**config.mk**
```make
export PLATFORM = sky130hd
export DESIGN_NAME = spdif_rx_err_out
export DESIGN_NICKNAME = d
export VERILOG_FILES = /design/src/rtl/err_flag_pkg.sv /design/src/rtl/spdif_rx_err_out.sv
export VERILOG_INCLUDE_DIRS = /design/src /design/src/rtl
export SDC_FILE = /design/constraint.sdc
export NUM_CORES = 1
export LEC_CHECK = 0
export BUFFER_PORTS_ARGS = -buffer_cell sky130_fd_sc_hd__buf_2
export CAP_MARGIN = 15
export CORE_UTILIZATION = 40
export DETAILED_ROUTE_END_ITERATION = 12
export PLACE_DENSITY = 0.6
export SLEW_MARGIN = 0
export SYNTH_ARGS = -nofsm -noshare
export SYNTH_HDL_FRONTEND = slang
export SYNTH_SLANG_ARGS = --single-unit
```
**constraint.sdc**
```tcl
create_clock -name i_mclk -period 5.58 [get_ports i_mclk]
set_input_delay 1.116 -clock i_mclk [delete_from_list [all_inputs] [get_ports i_mclk]]
set_output_delay 1.116 -clock i_mclk [all_outputs]
set_load 0.1 [all_outputs]
```
**src/rtl/err_flag_consts.svh**
```systemverilog
// Constants for the receiver error and flag output block
`ifndef ERR_FLAG_CONSTS_SVH
`define ERR_FLAG_CONSTS_SVH
`define PERR_CONCEAL_MAX  4'h8
`define PERR_CNT_W        4
`define CS_BITS           8'hC0
`define CS_NONPCM_BIT     1
`define CS_EMPH_BIT       3
`define DTS_CHECK_FRAMES  13'h1000
`define DTS_SYNC_14       28'h1FFFE80
`define IEC_SYNC_PA       16'hF872
`define IEC_SYNC_PB       16'h4E1F
`define MULTI_STATUS_OUT_SEL_EMPH     1'h1
`define ADDR_CTRL         4'h0
`define ADDR_STAT         4'h4
`define CTRL_RST          8'h00
`endif

```
**src/rtl/err_flag_pkg.sv**
```systemverilog
// Types for the receiver error and flag output block
package err_flag_pkg;
    typedef enum logic [1:0] {
        ST_LOCKED_OK = 2'b00,
        ST_CONCEAL   = 2'b01,
        ST_MUTED     = 2'b10
    } err_state_t;
endpackage

```
**src/rtl/spdif_rx_err_out.sv**
```systemverilog
// Error concealment, status pins, sync detection and GPIO selector
`timescale 1ns/1ns
`include "err_flag_consts.svh"
// Overview of operation
// - Up to 8 parity-error frames on PCM repeat last good L/R sample
// - Up to 8 parity-error frames on non-PCM pass data unchanged
// - Non-PCM means CS bit 1 high, captured before the error run
// - Lock error or 9+ parity errors mute data and status; fs only on lock
// - Short parity error runs hold each status bit from previous block
// - Lock declared once block, A and B preambles all seen
// - Output restarts at first word clock edge after error flag falls
// - Non-PCM pin follows CS bit 1
// - Non-PCM pin updates at once on error flag, even if high
// - Source select ORs sync detect flags onto non-PCM pin
// - Multi-status pin shows emphasis when that output is selected
// - Emphasis on multi-status pin updates at once on error flag
// - IEC61937 sync flag only raised for non-PCM streams
// - 14-bit sync checked every 4096th frame, held until it fails
// - Interrupt source enabled: active-low irq on either sync detection
// - Sync flags cleared on fs change, lock error or data error
// - Pin mode 1 forms 4-bit 2-to-1 clock/data selector
// - External select only acts in pin mode 1
// - External master clock optionally inverted
// - External data mute; invert and mute need pin mode 1
// - Error flag raised on lock loss or data error, word-clock aligned
module spdif_rx_err_out
    import err_flag_pkg::*;
(
    // Clock and reset
    input  wire logic        i_mclk,
    input  wire logic        i_rst_n,
    // Demodulator side (same clock domain)
    input  wire logic        i_frame_stb,
    input  wire logic        i_parity_err,
    input  wire logic [23:0] i_sample_l,
    input  wire logic [23:0] i_sample_r,
    input  wire logic [7:0]  i_cs_byte0,
    input  wire logic        i_block_stb,
    input  wire logic        i_pre_b_seen,
    input  wire logic        i_pre_a_seen,
    input  wire logic        i_pre_bb_seen,
    input  wire logic        i_pll_err,
    input  wire logic        i_fs_changed,
    input  wire logic [3:0]  i_fs_meas,
    // Receiver serial outputs and crystal side
    input  wire logic        i_rx_master_clock,
    input  wire logic        i_rx_bit_clock,
    input  wire logic        i_rx_word_clock,
    input  wire logic        i_rx_data,
    input  wire logic        i_xtal_mclk,
    input  wire logic        i_xtal_bclk,
    input  wire logic        i_xtal_lrclk,
    input  wire logic        i_aux_serial_in,
    input  wire logic [3:0]  i_gpio,
    // Register port
    input  wire logic [3:0]  i_addr,
    input  wire logic [7:0]  i_wdata,
    input  wire logic        i_wr,
    input  wire logic        i_rd,
    output logic      [7:0]  o_rdata,
    // Processed outputs
    output logic      [23:0] o_data_l,
    output logic      [23:0] o_data_r,
    output logic      [7:0]  o_cs_byte0,
    output logic      [3:0]  o_fs_meas,
    output logic             o_data_valid,
    output logic             o_error_flag_out,
    output logic             o_nonpcm,
    output logic             o_multi_status_out,
    output logic             o_irq_n,
    output logic             o_locked,
    // Selector outputs
    output logic             o_mclk,
    output logic             o_bclk,
    output logic             o_lrclk,
    output logic             o_sdata
);

    err_state_t st_q;
    logic [`PERR_CNT_W-1:0] perr_cnt_q;
    logic [23:0] last_l_q, last_r_q;
    logic [7:0]  cs_hold_q;
    logic        nonpcm_cap_q;
    logic [7:0]  ctrl_q;
    logic        iec_flag_q, dts_flag_q;
    logic [12:0] dts_frames_q;
    logic        lock_q;
    logic [1:0]  lr_prev_q;
    logic        lr_edge;
    logic        data_err;
    logic [3:0]  ext_s1_q, ext_s2_q;
    logic [3:0]  rx_s1_q, rx_s2_q;
    logic [3:0]  xt_s1_q, xt_s2_q;

    // Control bits
    wire status_pin_source_select = ctrl_q[0];
    wire multi_out_select         = ctrl_q[1];
    wire nonpcm_irq_source        = ctrl_q[2];
    wire pin_mode_select          = ctrl_q[3];
    wire external_source_select   = ctrl_q[4];
    wire ext_mclk_invert          = ctrl_q[5];
    wire ext_data_mute            = ctrl_q[6];

    function automatic logic sync_hit(input logic [23:0] s);
        sync_hit = (s[23:8] == `IEC_SYNC_PA) || (s[23:8] == `IEC_SYNC_PB);
    endfunction

    // Synchronisers for pin-level clocks and data
    always_ff @(posedge i_mclk or negedge i_rst_n) begin
        if (!i_rst_n) begin
            ext_s1_q <= 4'h0;
            ext_s2_q <= 4'h0;
            rx_s1_q  <= 4'h0;
            rx_s2_q  <= 4'h0;
            xt_s1_q  <= 4'h0;
            xt_s2_q  <= 4'h0;
        end else begin
            ext_s1_q <= i_gpio;
            ext_s2_q <= ext_s1_q;
            rx_s1_q  <= {i_rx_data, i_rx_word_clock, i_rx_bit_clock,
                         i_rx_master_clock};
            rx_s2_q  <= rx_s1_q;
            xt_s1_q  <= {i_aux_serial_in, i_xtal_lrclk, i_xtal_bclk,
                         i_xtal_mclk};
            xt_s2_q  <= xt_s1_q;
        end
    end

    always_ff @(posedge i_mclk or negedge i_rst_n) begin
        if (!i_rst_n) begin
            lr_prev_q <= 2'h0;
        end else begin
            lr_prev_q <= {lr_prev_q[0], rx_s2_q[2]};
        end
    end
    assign lr_edge  = lr_prev_q[1] ^ lr_prev_q[0];
    assign data_err = (perr_cnt_q > `PERR_CONCEAL_MAX);

    // Lock declared after all three preambles
    always_ff @(posedge i_mclk or negedge i_rst_n) begin
        if (!i_rst_n) begin
            lock_q <= 1'b0;
        end else if (i_pll_err) begin
            lock_q <= 1'b0;
        end else if (i_pre_b_seen && i_pre_a_seen && i_pre_bb_seen) begin
            lock_q <= 1'b1;
        end
    end

    // Consecutive parity error count
    always_ff @(posedge i_mclk or negedge i_rst_n) begin
        if (!i_rst_n) begin
            perr_cnt_q <= '0;
        end else if (i_frame_stb) begin
            if (!i_parity_err) begin
                perr_cnt_q <= '0;
            end else if (!data_err) begin
                perr_cnt_q <= perr_cnt_q + 1'b1;
            end
        end
    end

    // Error flag changes only on word clock edges
    always_ff @(posedge i_mclk or negedge i_rst_n) begin
        if (!i_rst_n) begin
            o_error_flag_out <= 1'b1;
        end else if (lr_edge) begin
            o_error_flag_out <= !lock_q || data_err;
        end
    end

    // Output state
    always_ff @(posedge i_mclk or negedge i_rst_n) begin
        if (!i_rst_n) begin
            st_q <= ST_MUTED;
        end else begin
            case (st_q)
                ST_LOCKED_OK: begin
                    if (!lock_q || data_err) begin
                        st_q <= ST_MUTED;
                    end else if (i_frame_stb && i_parity_err) begin
                        st_q <= ST_CONCEAL;
                    end
                end
                ST_CONCEAL: begin
                    if (!lock_q || data_err) begin
                        st_q <= ST_MUTED;
                    end else if (i_frame_stb && !i_parity_err) begin
                        st_q <= ST_LOCKED_OK;
                    end
                end
                ST_MUTED: begin
                    if (!o_error_flag_out && lr_edge) begin
                        st_q <= ST_LOCKED_OK;
                    end
                end
                default: st_q <= ST_MUTED;
            endcase
        end
    end

    // Non-PCM class captured while clean
    always_ff @(posedge i_mclk or negedge i_rst_n) begin
        if (!i_rst_n) begin
            nonpcm_cap_q <= 1'b0;
        end else if (i_block_stb && !i_parity_err && perr_cnt_q == '0) begin
            nonpcm_cap_q <= i_cs_byte0[`CS_NONPCM_BIT];
        end
    end

    // Sample data with concealment
    always_ff @(posedge i_mclk or negedge i_rst_n) begin
        if (!i_rst_n) begin
            o_data_l     <= 24'h0;
            o_data_r     <= 24'h0;
            last_l_q     <= 24'h0;
            last_r_q     <= 24'h0;
            o_data_valid <= 1'b0;
        end else if (st_q == ST_MUTED || !lock_q || data_err) begin
            o_data_l     <= 24'h0;
            o_data_r     <= 24'h0;
            o_data_valid <= 1'b0;
        end else if (i_frame_stb) begin
            o_data_valid <= 1'b1;
            if (!i_parity_err) begin
                o_data_l <= i_sample_l;
                o_data_r <= i_sample_r;
                last_l_q <= i_sample_l;
                last_r_q <= i_sample_r;
            end else if (nonpcm_cap_q) begin
                o_data_l <= i_sample_l;
                o_data_r <= i_sample_r;
            end else begin
                o_data_l <= last_l_q;
                o_data_r <= last_r_q;
            end
        end
    end

    // Channel status and fs output
    always_ff @(posedge i_mclk or negedge i_rst_n) begin
        if (!i_rst_n) begin
            cs_hold_q  <= 8'h0;
            o_cs_byte0 <= 8'h0;
        end else if (!lock_q || data_err) begin
            o_cs_byte0 <= 8'h0;
        end else if (i_block_stb) begin
            if (perr_cnt_q == '0 && !i_parity_err) begin
                cs_hold_q  <= i_cs_byte0;
                o_cs_byte0 <= i_cs_byte0;
            end else begin
                o_cs_byte0 <= cs_hold_q;
            end
        end
    end

    always_ff @(posedge i_mclk or negedge i_rst_n) begin
        if (!i_rst_n) begin
            o_fs_meas <= 4'h0;
        end else begin
            o_fs_meas <= i_pll_err ? 4'h0 : i_fs_meas;
        end
    end

    // IEC61937 sync detection
    always_ff @(posedge i_mclk or negedge i_rst_n) begin
        if (!i_rst_n) begin
            iec_flag_q <= 1'b0;
        end else if (i_fs_changed || !lock_q || data_err
                     || !nonpcm_cap_q) begin
            iec_flag_q <= 1'b0;
        end else if (i_frame_stb && !i_parity_err && sync_hit(i_sample_l)) begin
            iec_flag_q <= 1'b1;
        end
    end

    // 14-bit packed sync checked every 4096th frame
    always_ff @(posedge i_mclk or negedge i_rst_n) begin
        if (!i_rst_n) begin
            dts_frames_q <= 13'h0;
            dts_flag_q   <= 1'b0;
        end else if (i_fs_changed || !lock_q || data_err) begin
            dts_frames_q <= 13'h0;
            dts_flag_q   <= 1'b0;
        end else if (i_frame_stb) begin
            if (dts_frames_q == `DTS_CHECK_FRAMES - 13'h1) begin
                dts_frames_q <= 13'h0;
                dts_flag_q   <= ({i_sample_l, i_sample_r[23:20]}
                                 == `DTS_SYNC_14);
            end else begin
                dts_frames_q <= dts_frames_q + 13'h1;
            end
        end
    end

    // Status pins update immediately, whatever the error flag
    always_ff @(posedge i_mclk or negedge i_rst_n) begin
        if (!i_rst_n) begin
            o_nonpcm           <= 1'b0;
            o_multi_status_out <= 1'b0;
            o_irq_n            <= 1'b1;
            o_locked           <= 1'b0;
        end else begin
            o_nonpcm <= i_cs_byte0[`CS_NONPCM_BIT]
                        | (status_pin_source_select
                           & (iec_flag_q | dts_flag_q));
            o_multi_status_out <= (multi_out_select == `MULTI_STATUS_OUT_SEL_EMPH)
                                  ? i_cs_byte0[`CS_EMPH_BIT]
                                  : (i_fs_meas != 4'h0);
            o_irq_n  <= !(nonpcm_irq_source
                          & (iec_flag_q | dts_flag_q));
            o_locked <= lock_q;
        end
    end

    // Register port
    always_ff @(posedge i_mclk or negedge i_rst_n) begin
        if (!i_rst_n) begin
            ctrl_q <= `CTRL_RST;
        end else if (i_wr && i_addr == `ADDR_CTRL) begin
            ctrl_q <= i_wdata;
        end
    end

    always_ff @(posedge i_mclk or negedge i_rst_n) begin
        if (!i_rst_n) begin
            o_rdata <= 8'h0;
        end else if (i_rd) begin
            case (i_addr)
                `ADDR_CTRL: o_rdata <= ctrl_q;
                `ADDR_STAT: o_rdata <= {4'h0, o_error_flag_out, lock_q,
                                        dts_flag_q, iec_flag_q};
                default:    o_rdata <= 8'h0;
            endcase
        end else begin
            o_rdata <= 8'h0;
        end
    end

    // 2-to-1 selector for clocks and data
    always_ff @(posedge i_mclk or negedge i_rst_n) begin
        if (!i_rst_n) begin
            o_mclk  <= 1'b0;
            o_bclk  <= 1'b0;
            o_lrclk <= 1'b0;
            o_sdata <= 1'b0;
        end else if (pin_mode_select && external_source_select) begin
            o_mclk  <= ext_s2_q[0] ^ ext_mclk_invert;
            o_bclk  <= ext_s2_q[1];
            o_lrclk <= ext_s2_q[2];
            o_sdata <= ext_s2_q[3] & !ext_data_mute;
        end else if (lock_q) begin
            o_mclk  <= rx_s2_q[0];
            o_bclk  <= rx_s2_q[1];
            o_lrclk <= rx_s2_q[2];
            o_sdata <= rx_s2_q[3];
        end else begin
            o_mclk  <= xt_s2_q[0];
            o_bclk  <= xt_s2_q[1];
            o_lrclk <= xt_s2_q[2];
            o_sdata <= xt_s2_q[3];
        end
    end

    // Data and status muted the cycle after lock is lost
    mute_on_err_a: assert property (@(posedge i_mclk) disable iff (!i_rst_n)
        (!lock_q) |=> (o_data_l == 24'h0 && o_cs_byte0 == 8'h0))
        else $error("data not muted on lock error");
    conceal_pcm_a: assert property (@(posedge i_mclk) disable iff (!i_rst_n)
        (st_q != ST_MUTED && lock_q && !data_err && i_frame_stb
         && i_parity_err && !nonpcm_cap_q)
        |=> (o_data_l == $past(last_l_q)))
        else $error("pcm sample not concealed");
    pass_nonpcm_a: assert property (@(posedge i_mclk) disable iff (!i_rst_n)
        (st_q != ST_MUTED && lock_q && !data_err && i_frame_stb
         && i_parity_err && nonpcm_cap_q)
        |=> (o_data_r == $past(i_sample_r)))
        else $error("non-pcm data not passed");
    perr_clear_a: assert property (@(posedge i_mclk) disable iff (!i_rst_n)
        (i_frame_stb && !i_parity_err) |=> (perr_cnt_q == '0))
        else $error("parity count not cleared");
    flag_clear_a: assert property (@(posedge i_mclk) disable iff (!i_rst_n)
        (i_fs_changed) |=> (!iec_flag_q && !dts_flag_q))
        else $error("sync flags not cleared");
    irq_out_a: assert property (@(posedge i_mclk) disable iff (!i_rst_n)
        (nonpcm_irq_source && iec_flag_q) |=> !o_irq_n)
        else $error("irq not asserted");
    ext_mute_a: assert property (@(posedge i_mclk) disable iff (!i_rst_n)
        (pin_mode_select && external_source_select && ext_data_mute)
        |=> !o_sdata)
        else $error("external data not muted");
    errflag_lr_a: assert property (@(posedge i_mclk) disable iff (!i_rst_n)
        $changed(o_error_flag_out) |-> $past(lr_edge))
        else $error("error flag changed off word clock edge");

endmodule

```
### After elaboration in Yosys (flattened, before gate mapping)

Cells that the tools add are included.

* register bits after elaboration: 191
* logic and storage cells: 139

* $add $sub $neg: 2
* $lt $le $gt $ge: 1
* equality and inequality tests: 11
* muxes and demuxes: 43
* bitwise logic cells: 10
* reduce and logical (&&, ||, !) cells: 39

Operators with widths (count)
* $mux W24: 8
* $mux W13: 3
* $mux W8: 4
* $eq A28 B25 Y1 const B: 1
* $mux W1: 18
* $eq A16 B15 Y1 const B: 1
* $eq A16 B16 Y1 const B: 1
* $pmux W8 S2: 1
* $add A13 B1 Y13 const B: 1
* $eq A13 B12 Y1 const B: 1
* $mux W4: 3
* $reduce_bool A2 Y1: 6
* $logic_and A1 B1 Y1: 11
* $mux W2: 5
* $logic_not A4 Y1: 2
* $logic_or A1 B1 Y1: 7
* $logic_not A1 Y1: 6
* $ne A3 B3 Y1 const B: 2
* $pmux W2 S3: 1
* $reduce_and A2 Y1: 3
* $reduce_and A3 Y1: 2
* $add A4 B1 Y4 const B: 1
* $eq A4 B3 Y1 const B: 1
* $gt A4 B4 Y1 const B: 1
* 9 further kinds: 16

### Longest topological paths before layout

* word-level depth: 5
* mapped depth: 8
* depth with buffers taken out: 6

### Worst setup path after synthesis

Ideal clock, no wire load.

* path kind: input to register
* start: input port i_frame_stb
* end: register last_l_q[12]
* arrival: 2.297 ns
* required time: 5.453 ns
* setup slack: 3.155 ns
* stages: 6
* cells stage by stage: buf_2 > nor2b_1 > nor2b_1 > buf_4 > buf_6 > mux2_1

* cells in the longest elaborated chain, start to end: 1

RTL lines
* start: declaration: RTL line spdif_rx_err_out.sv:33 `input wire logic i_frame_stb,`
* $reduce_and A3 Y1 (no source line)
* end signal: assignment: RTL line spdif_rx_err_out.sv:228 `last_l_q <= i_sample_l;`
* end: declaration: RTL line spdif_rx_err_out.sv:81 `logic [23:0] last_l_q, last_r_q;`

No other way between the ends.
A chain may end at the register's enable or synchronous reset.

### Final worst setup path

* start: register perr_cnt_q[0]
* end: register last_r_q[13]

* cells in the longest elaborated chain, start to end: 4

RTL lines
* start: declaration: RTL line spdif_rx_err_out.sv:80 `` logic [`PERR_CNT_W-1:0] perr_cnt_q; ``
* start signal: assignment: RTL line spdif_rx_err_out.sv:158 `perr_cnt_q <= perr_cnt_q + 1'b1;`
* $gt A4 B4 Y1 (no source line)
* $logic_or A1 B1 Y1: RTL line spdif_rx_err_out.sv:219 `end else if (st_q == ST_MUTED || !lock_q || data_err) begin`
* $not A1 Y1 (no source line)
* $reduce_and A3 Y1 (no source line)
* end signal: assignment: RTL line spdif_rx_err_out.sv:229 `last_r_q <= i_sample_r;`
* end: declaration: RTL line spdif_rx_err_out.sv:81

No other way between the ends.

==> results.yml <==
status:
  status: "complete, no violations"
cts:
  postCtsResizedCells: 0
  post_cts_buffers: 0
  cts_hold_buf: 0
  cts_tree: "built"
  clkSinkCount: 191
  cts_root_buf: "clkbuf_16"
  htreeDepth: 4
  max-clock-path-buffers: 2
  clk-insertion-delay-late_ps: 440
  path_clk_slew_ps: 70
  cts_buffers: 17
worst_setup_path:
  cp_top_family: "simple AND/OR/NAND/NOR gates"
  start_kind: "register"
  max_stage_delay_ps: 790
  cp_max_fo: 50
  arrival_ps: 3410
  crit_required_ps: 5900
  ff2ff_setup_slack_ps: 2490
  critPathCaptureType: "register"
  worst-path-buf-inv: 3
  rr_worst_depth: 8
  critPathKind: "reg -> reg"
  cpMaxStageDelayCell: "nor2b_4"
  critical_path.cell_chain: "inv_1 > ha_1 > nor2b_1 > o211ai_4 > buf_4 > nor2b_4 > buf_4 > mux2_2"
  timing.rr.start: "perr_cnt_q[0]$_DFFE_PN0P_"
  cpMostUsedCell: "buf_4"
  r2r_end: "last_r_q[13]$_DFFE_PN0P_"
synthesis:
  postSynthAreaPerCell_um2: 12.7
  netlist_area_mm2: 0.00793
  synth_nets: 725
  synth_edf_count: 0
  synth_cells: 626
  ys.flop_type: "dfrtp_1"
  ys_async_sr_fraction_pct: 100
  ys_seq_area_share_pct: 60.3
  ys_types: 44
  yosysWarnings: 0
  ys_seq_elements: 191
cells_and_area:
  area_delta_synth_final_pct: 21.6
  fin_area_mm2: 0.00964
  drive_above_1_share_pct: 33.1
  layout_commonest_cell: "dfrtp_1"
  nets: 886
  final_cell_mix: "188 x dfrtp_1, 171 x buf_2, 77 x nor2_1, 65 x mux2i_1, 57 x a211oi_1"
global_route:
  grt_max_degree: 118
  grt_usage_pct: 18.4
  grt_remaining_overflow: 0
  first_global_vias: 5532
  grt_pass1_wl_mm: 28.7
  antenna_found_initial: 2
route:
  post_drt_via_cell_ratio: 5.08
  drt-total-wl_mm: 17.8
  drtIter0Drc: 235
  dr_total_vias: 5417
  drc_errors: 0
  drt_first_pass_iters: 4
  routedWlPerCell_um: 16.7
  ant_nets: 0
min_path:
  worstHoldPathCells: 0
  min-delay-start: "xt_s1_q[2]$_DFF_PN0_"
  hold_path.class: "reg -> reg"
  holdPathEnd: "xt_s2_q[2]$_DFF_PN0_"
sta:
  final.min_clock_period_ps: 3090
  period_share_pct: 55.3
  max_slew_margin_pct: 22.3
  finClkSkew_ps: 9.58
  fin_ws_ps: 2490
  rsz0062_at_grt: "false"
  setup_viol: 0
  hold_viol: 0
  drv_slew: 0
  setup-tns-final_ps: 0
  fmax_mhz: 324
  worst_pin_slew_ps: 1160
pwr:
  ir_drop_mv: 0.214
  clkPwrFrac_pct: 38.0
  intPower_mw: 2.38
  cellPowerDensity_mw_per_mm2: 341
  p_sw_uw: 909
  p_leak_nw: 4.85
  switching_share_pct: 27.7
  power_frac_seq_pct: 46.9
  combPwrFrac_pct: 15.1
job:
  cap_violations: 0
floorplan:
  start_util_pct: 40.7
  pin_count: 174
  core_area_mm2: 0.0195
  die_h_um: 143
  fp.dieW_um: 143
  dieArea_mm2: 0.0204
  rows: 51
placement:
  dpl_cell_area_mm2: 0.00903
  place_ws_ps: 2330
  place_congestion: 0.792
  dp_hpwl_mm: 12.1
  numPortBuffers: 173
synthesized netlist by cell type (4+ instances only):
cell type	number	area share [%]
clkbuf_1	22	1.0
nor2b_1	7	0.55
nand2b_1	9	0.71
a21oi_1	16	1.0
buf_4	4	0.38
and4_1	4	0.44
nand4_1	7	0.55
or3_1	4	0.32
mux2_2	45	6.4
a211oi_1	57	5.4
mux2i_1	65	8.2
buf_2	9	0.57
mux2_1	20	2.8
and3_1	4	0.32
inv_1	4	0.19
dfrtp_1	188	59
nor2_1	77	3.6
nor3_1	6	0.38
nand3_1	9	0.57
xor2_1	6	0.66
and2_1	4	0.32
nand2_1	12	0.57
o21ai_0	9	0.57
through the flow:
step / total power [mW] / utilization, % / cells / hold WS [ps]
2_1_floorplan: 1.92 / - / 626 / 331
3_3_place_gp: 2.05 / 46.4 / 1033 / 333
3_5_place_dp: 2.07 / 46.4 / 1033 / 336
4_1_cts: 3.32 / 49.5 / 1065 / 351
5_1_grt: 3.44 / 49.5 / 1065 / 353
6_report: 3.28 / 49.5 / 1066 / 349
kinds of logic (layout without fill, tap and decap cells):
family | count (synthesis) | after routing | synth area share [%]
flip-flops | 191 | 191 | 60.3
AND/OR/NAND/NOR | 159 | 159 | 10.2
multiplexers | 130 | 130 | 17.4
AO/OA/AOI/OAI | 95 | 95 | 8.35
buffers and inverters | 42 | 216 | 2.51
XOR/XNOR | 6 | 6 | 0.663
adder cells (fa/ha/maj) | 3 | 3 | 0.474
other | 0 | 1 | 0
area by class of cell:
class / count / area (um^2)
clock buffer: 21 / 460
sequential: 191 / 4780
multi-input combinational: 393 / 2970
fill: 1712 / 9830
antenna: 1 / 2.50
clock inverter: 11 / 145
inverter: 5 / 18.8
tap: 265 / 332
timing repair buffer: 179 / 922
layer usage:
metal	track usage, %	vias up	wire length (um)
li1	-	2562	-
met2	30.0	141	8620
met3	6.37	26	1080
met4	7.07	2	353
met1	22.5	2686	7740
met5	0	-	10
registers in the layout (all words and copies together) (netlist names), 8 cells and up:
| signal | count |
|---|---|
| dts_frames_q | 13 |
| last_r_q | 24 |
| cs_hold_q | 8 |
| o_data_r | 24 |
| last_l_q | 24 |
| o_cs_byte0 | 8 |
| o_rdata | 8 |
| o_data_l | 24 |
| ctrl_q | 8 |
worst max path at each step:
stage / startpoint / to / slack (ps) / depth (start not counted)
global placement: i_parity_err / last_r_q[14]$_DFFE_PN0P_ / 2390 / 5
finish: perr_cnt_q[0]$_DFFE_PN0P_ / last_r_q[13]$_DFFE_PN0P_ / 2490 / 8
floorplan: i_frame_stb / last_l_q[12]$_DFFE_PN0P_ / 3160 / 6
CTS: perr_cnt_q[0]$_DFFE_PN0P_ / last_r_q[0]$_DFFE_PN0P_ / 2450 / 8
global route: perr_cnt_q[1]$_DFFE_PN0P_ / last_r_q[21]$_DFFE_PN0P_ / 2280 / 8
detailed placement: i_parity_err / last_r_q[0]$_DFFE_PN0P_ / 2330 / 5
power by group through the flow:
stage	sequential, mW	combinational [mW]	clock (mW)
6_report	1.54	0.495	1.25
5_1_grt	1.56	0.539	1.34
4_1_cts	1.54	0.503	1.28
3_5_place_dp	1.57	0.501	0
3_3_place_gp	1.56	0.490	0
2_1_floorplan	1.66	0.260	0
No activity file was read; power rests on OpenSTA's default activity.
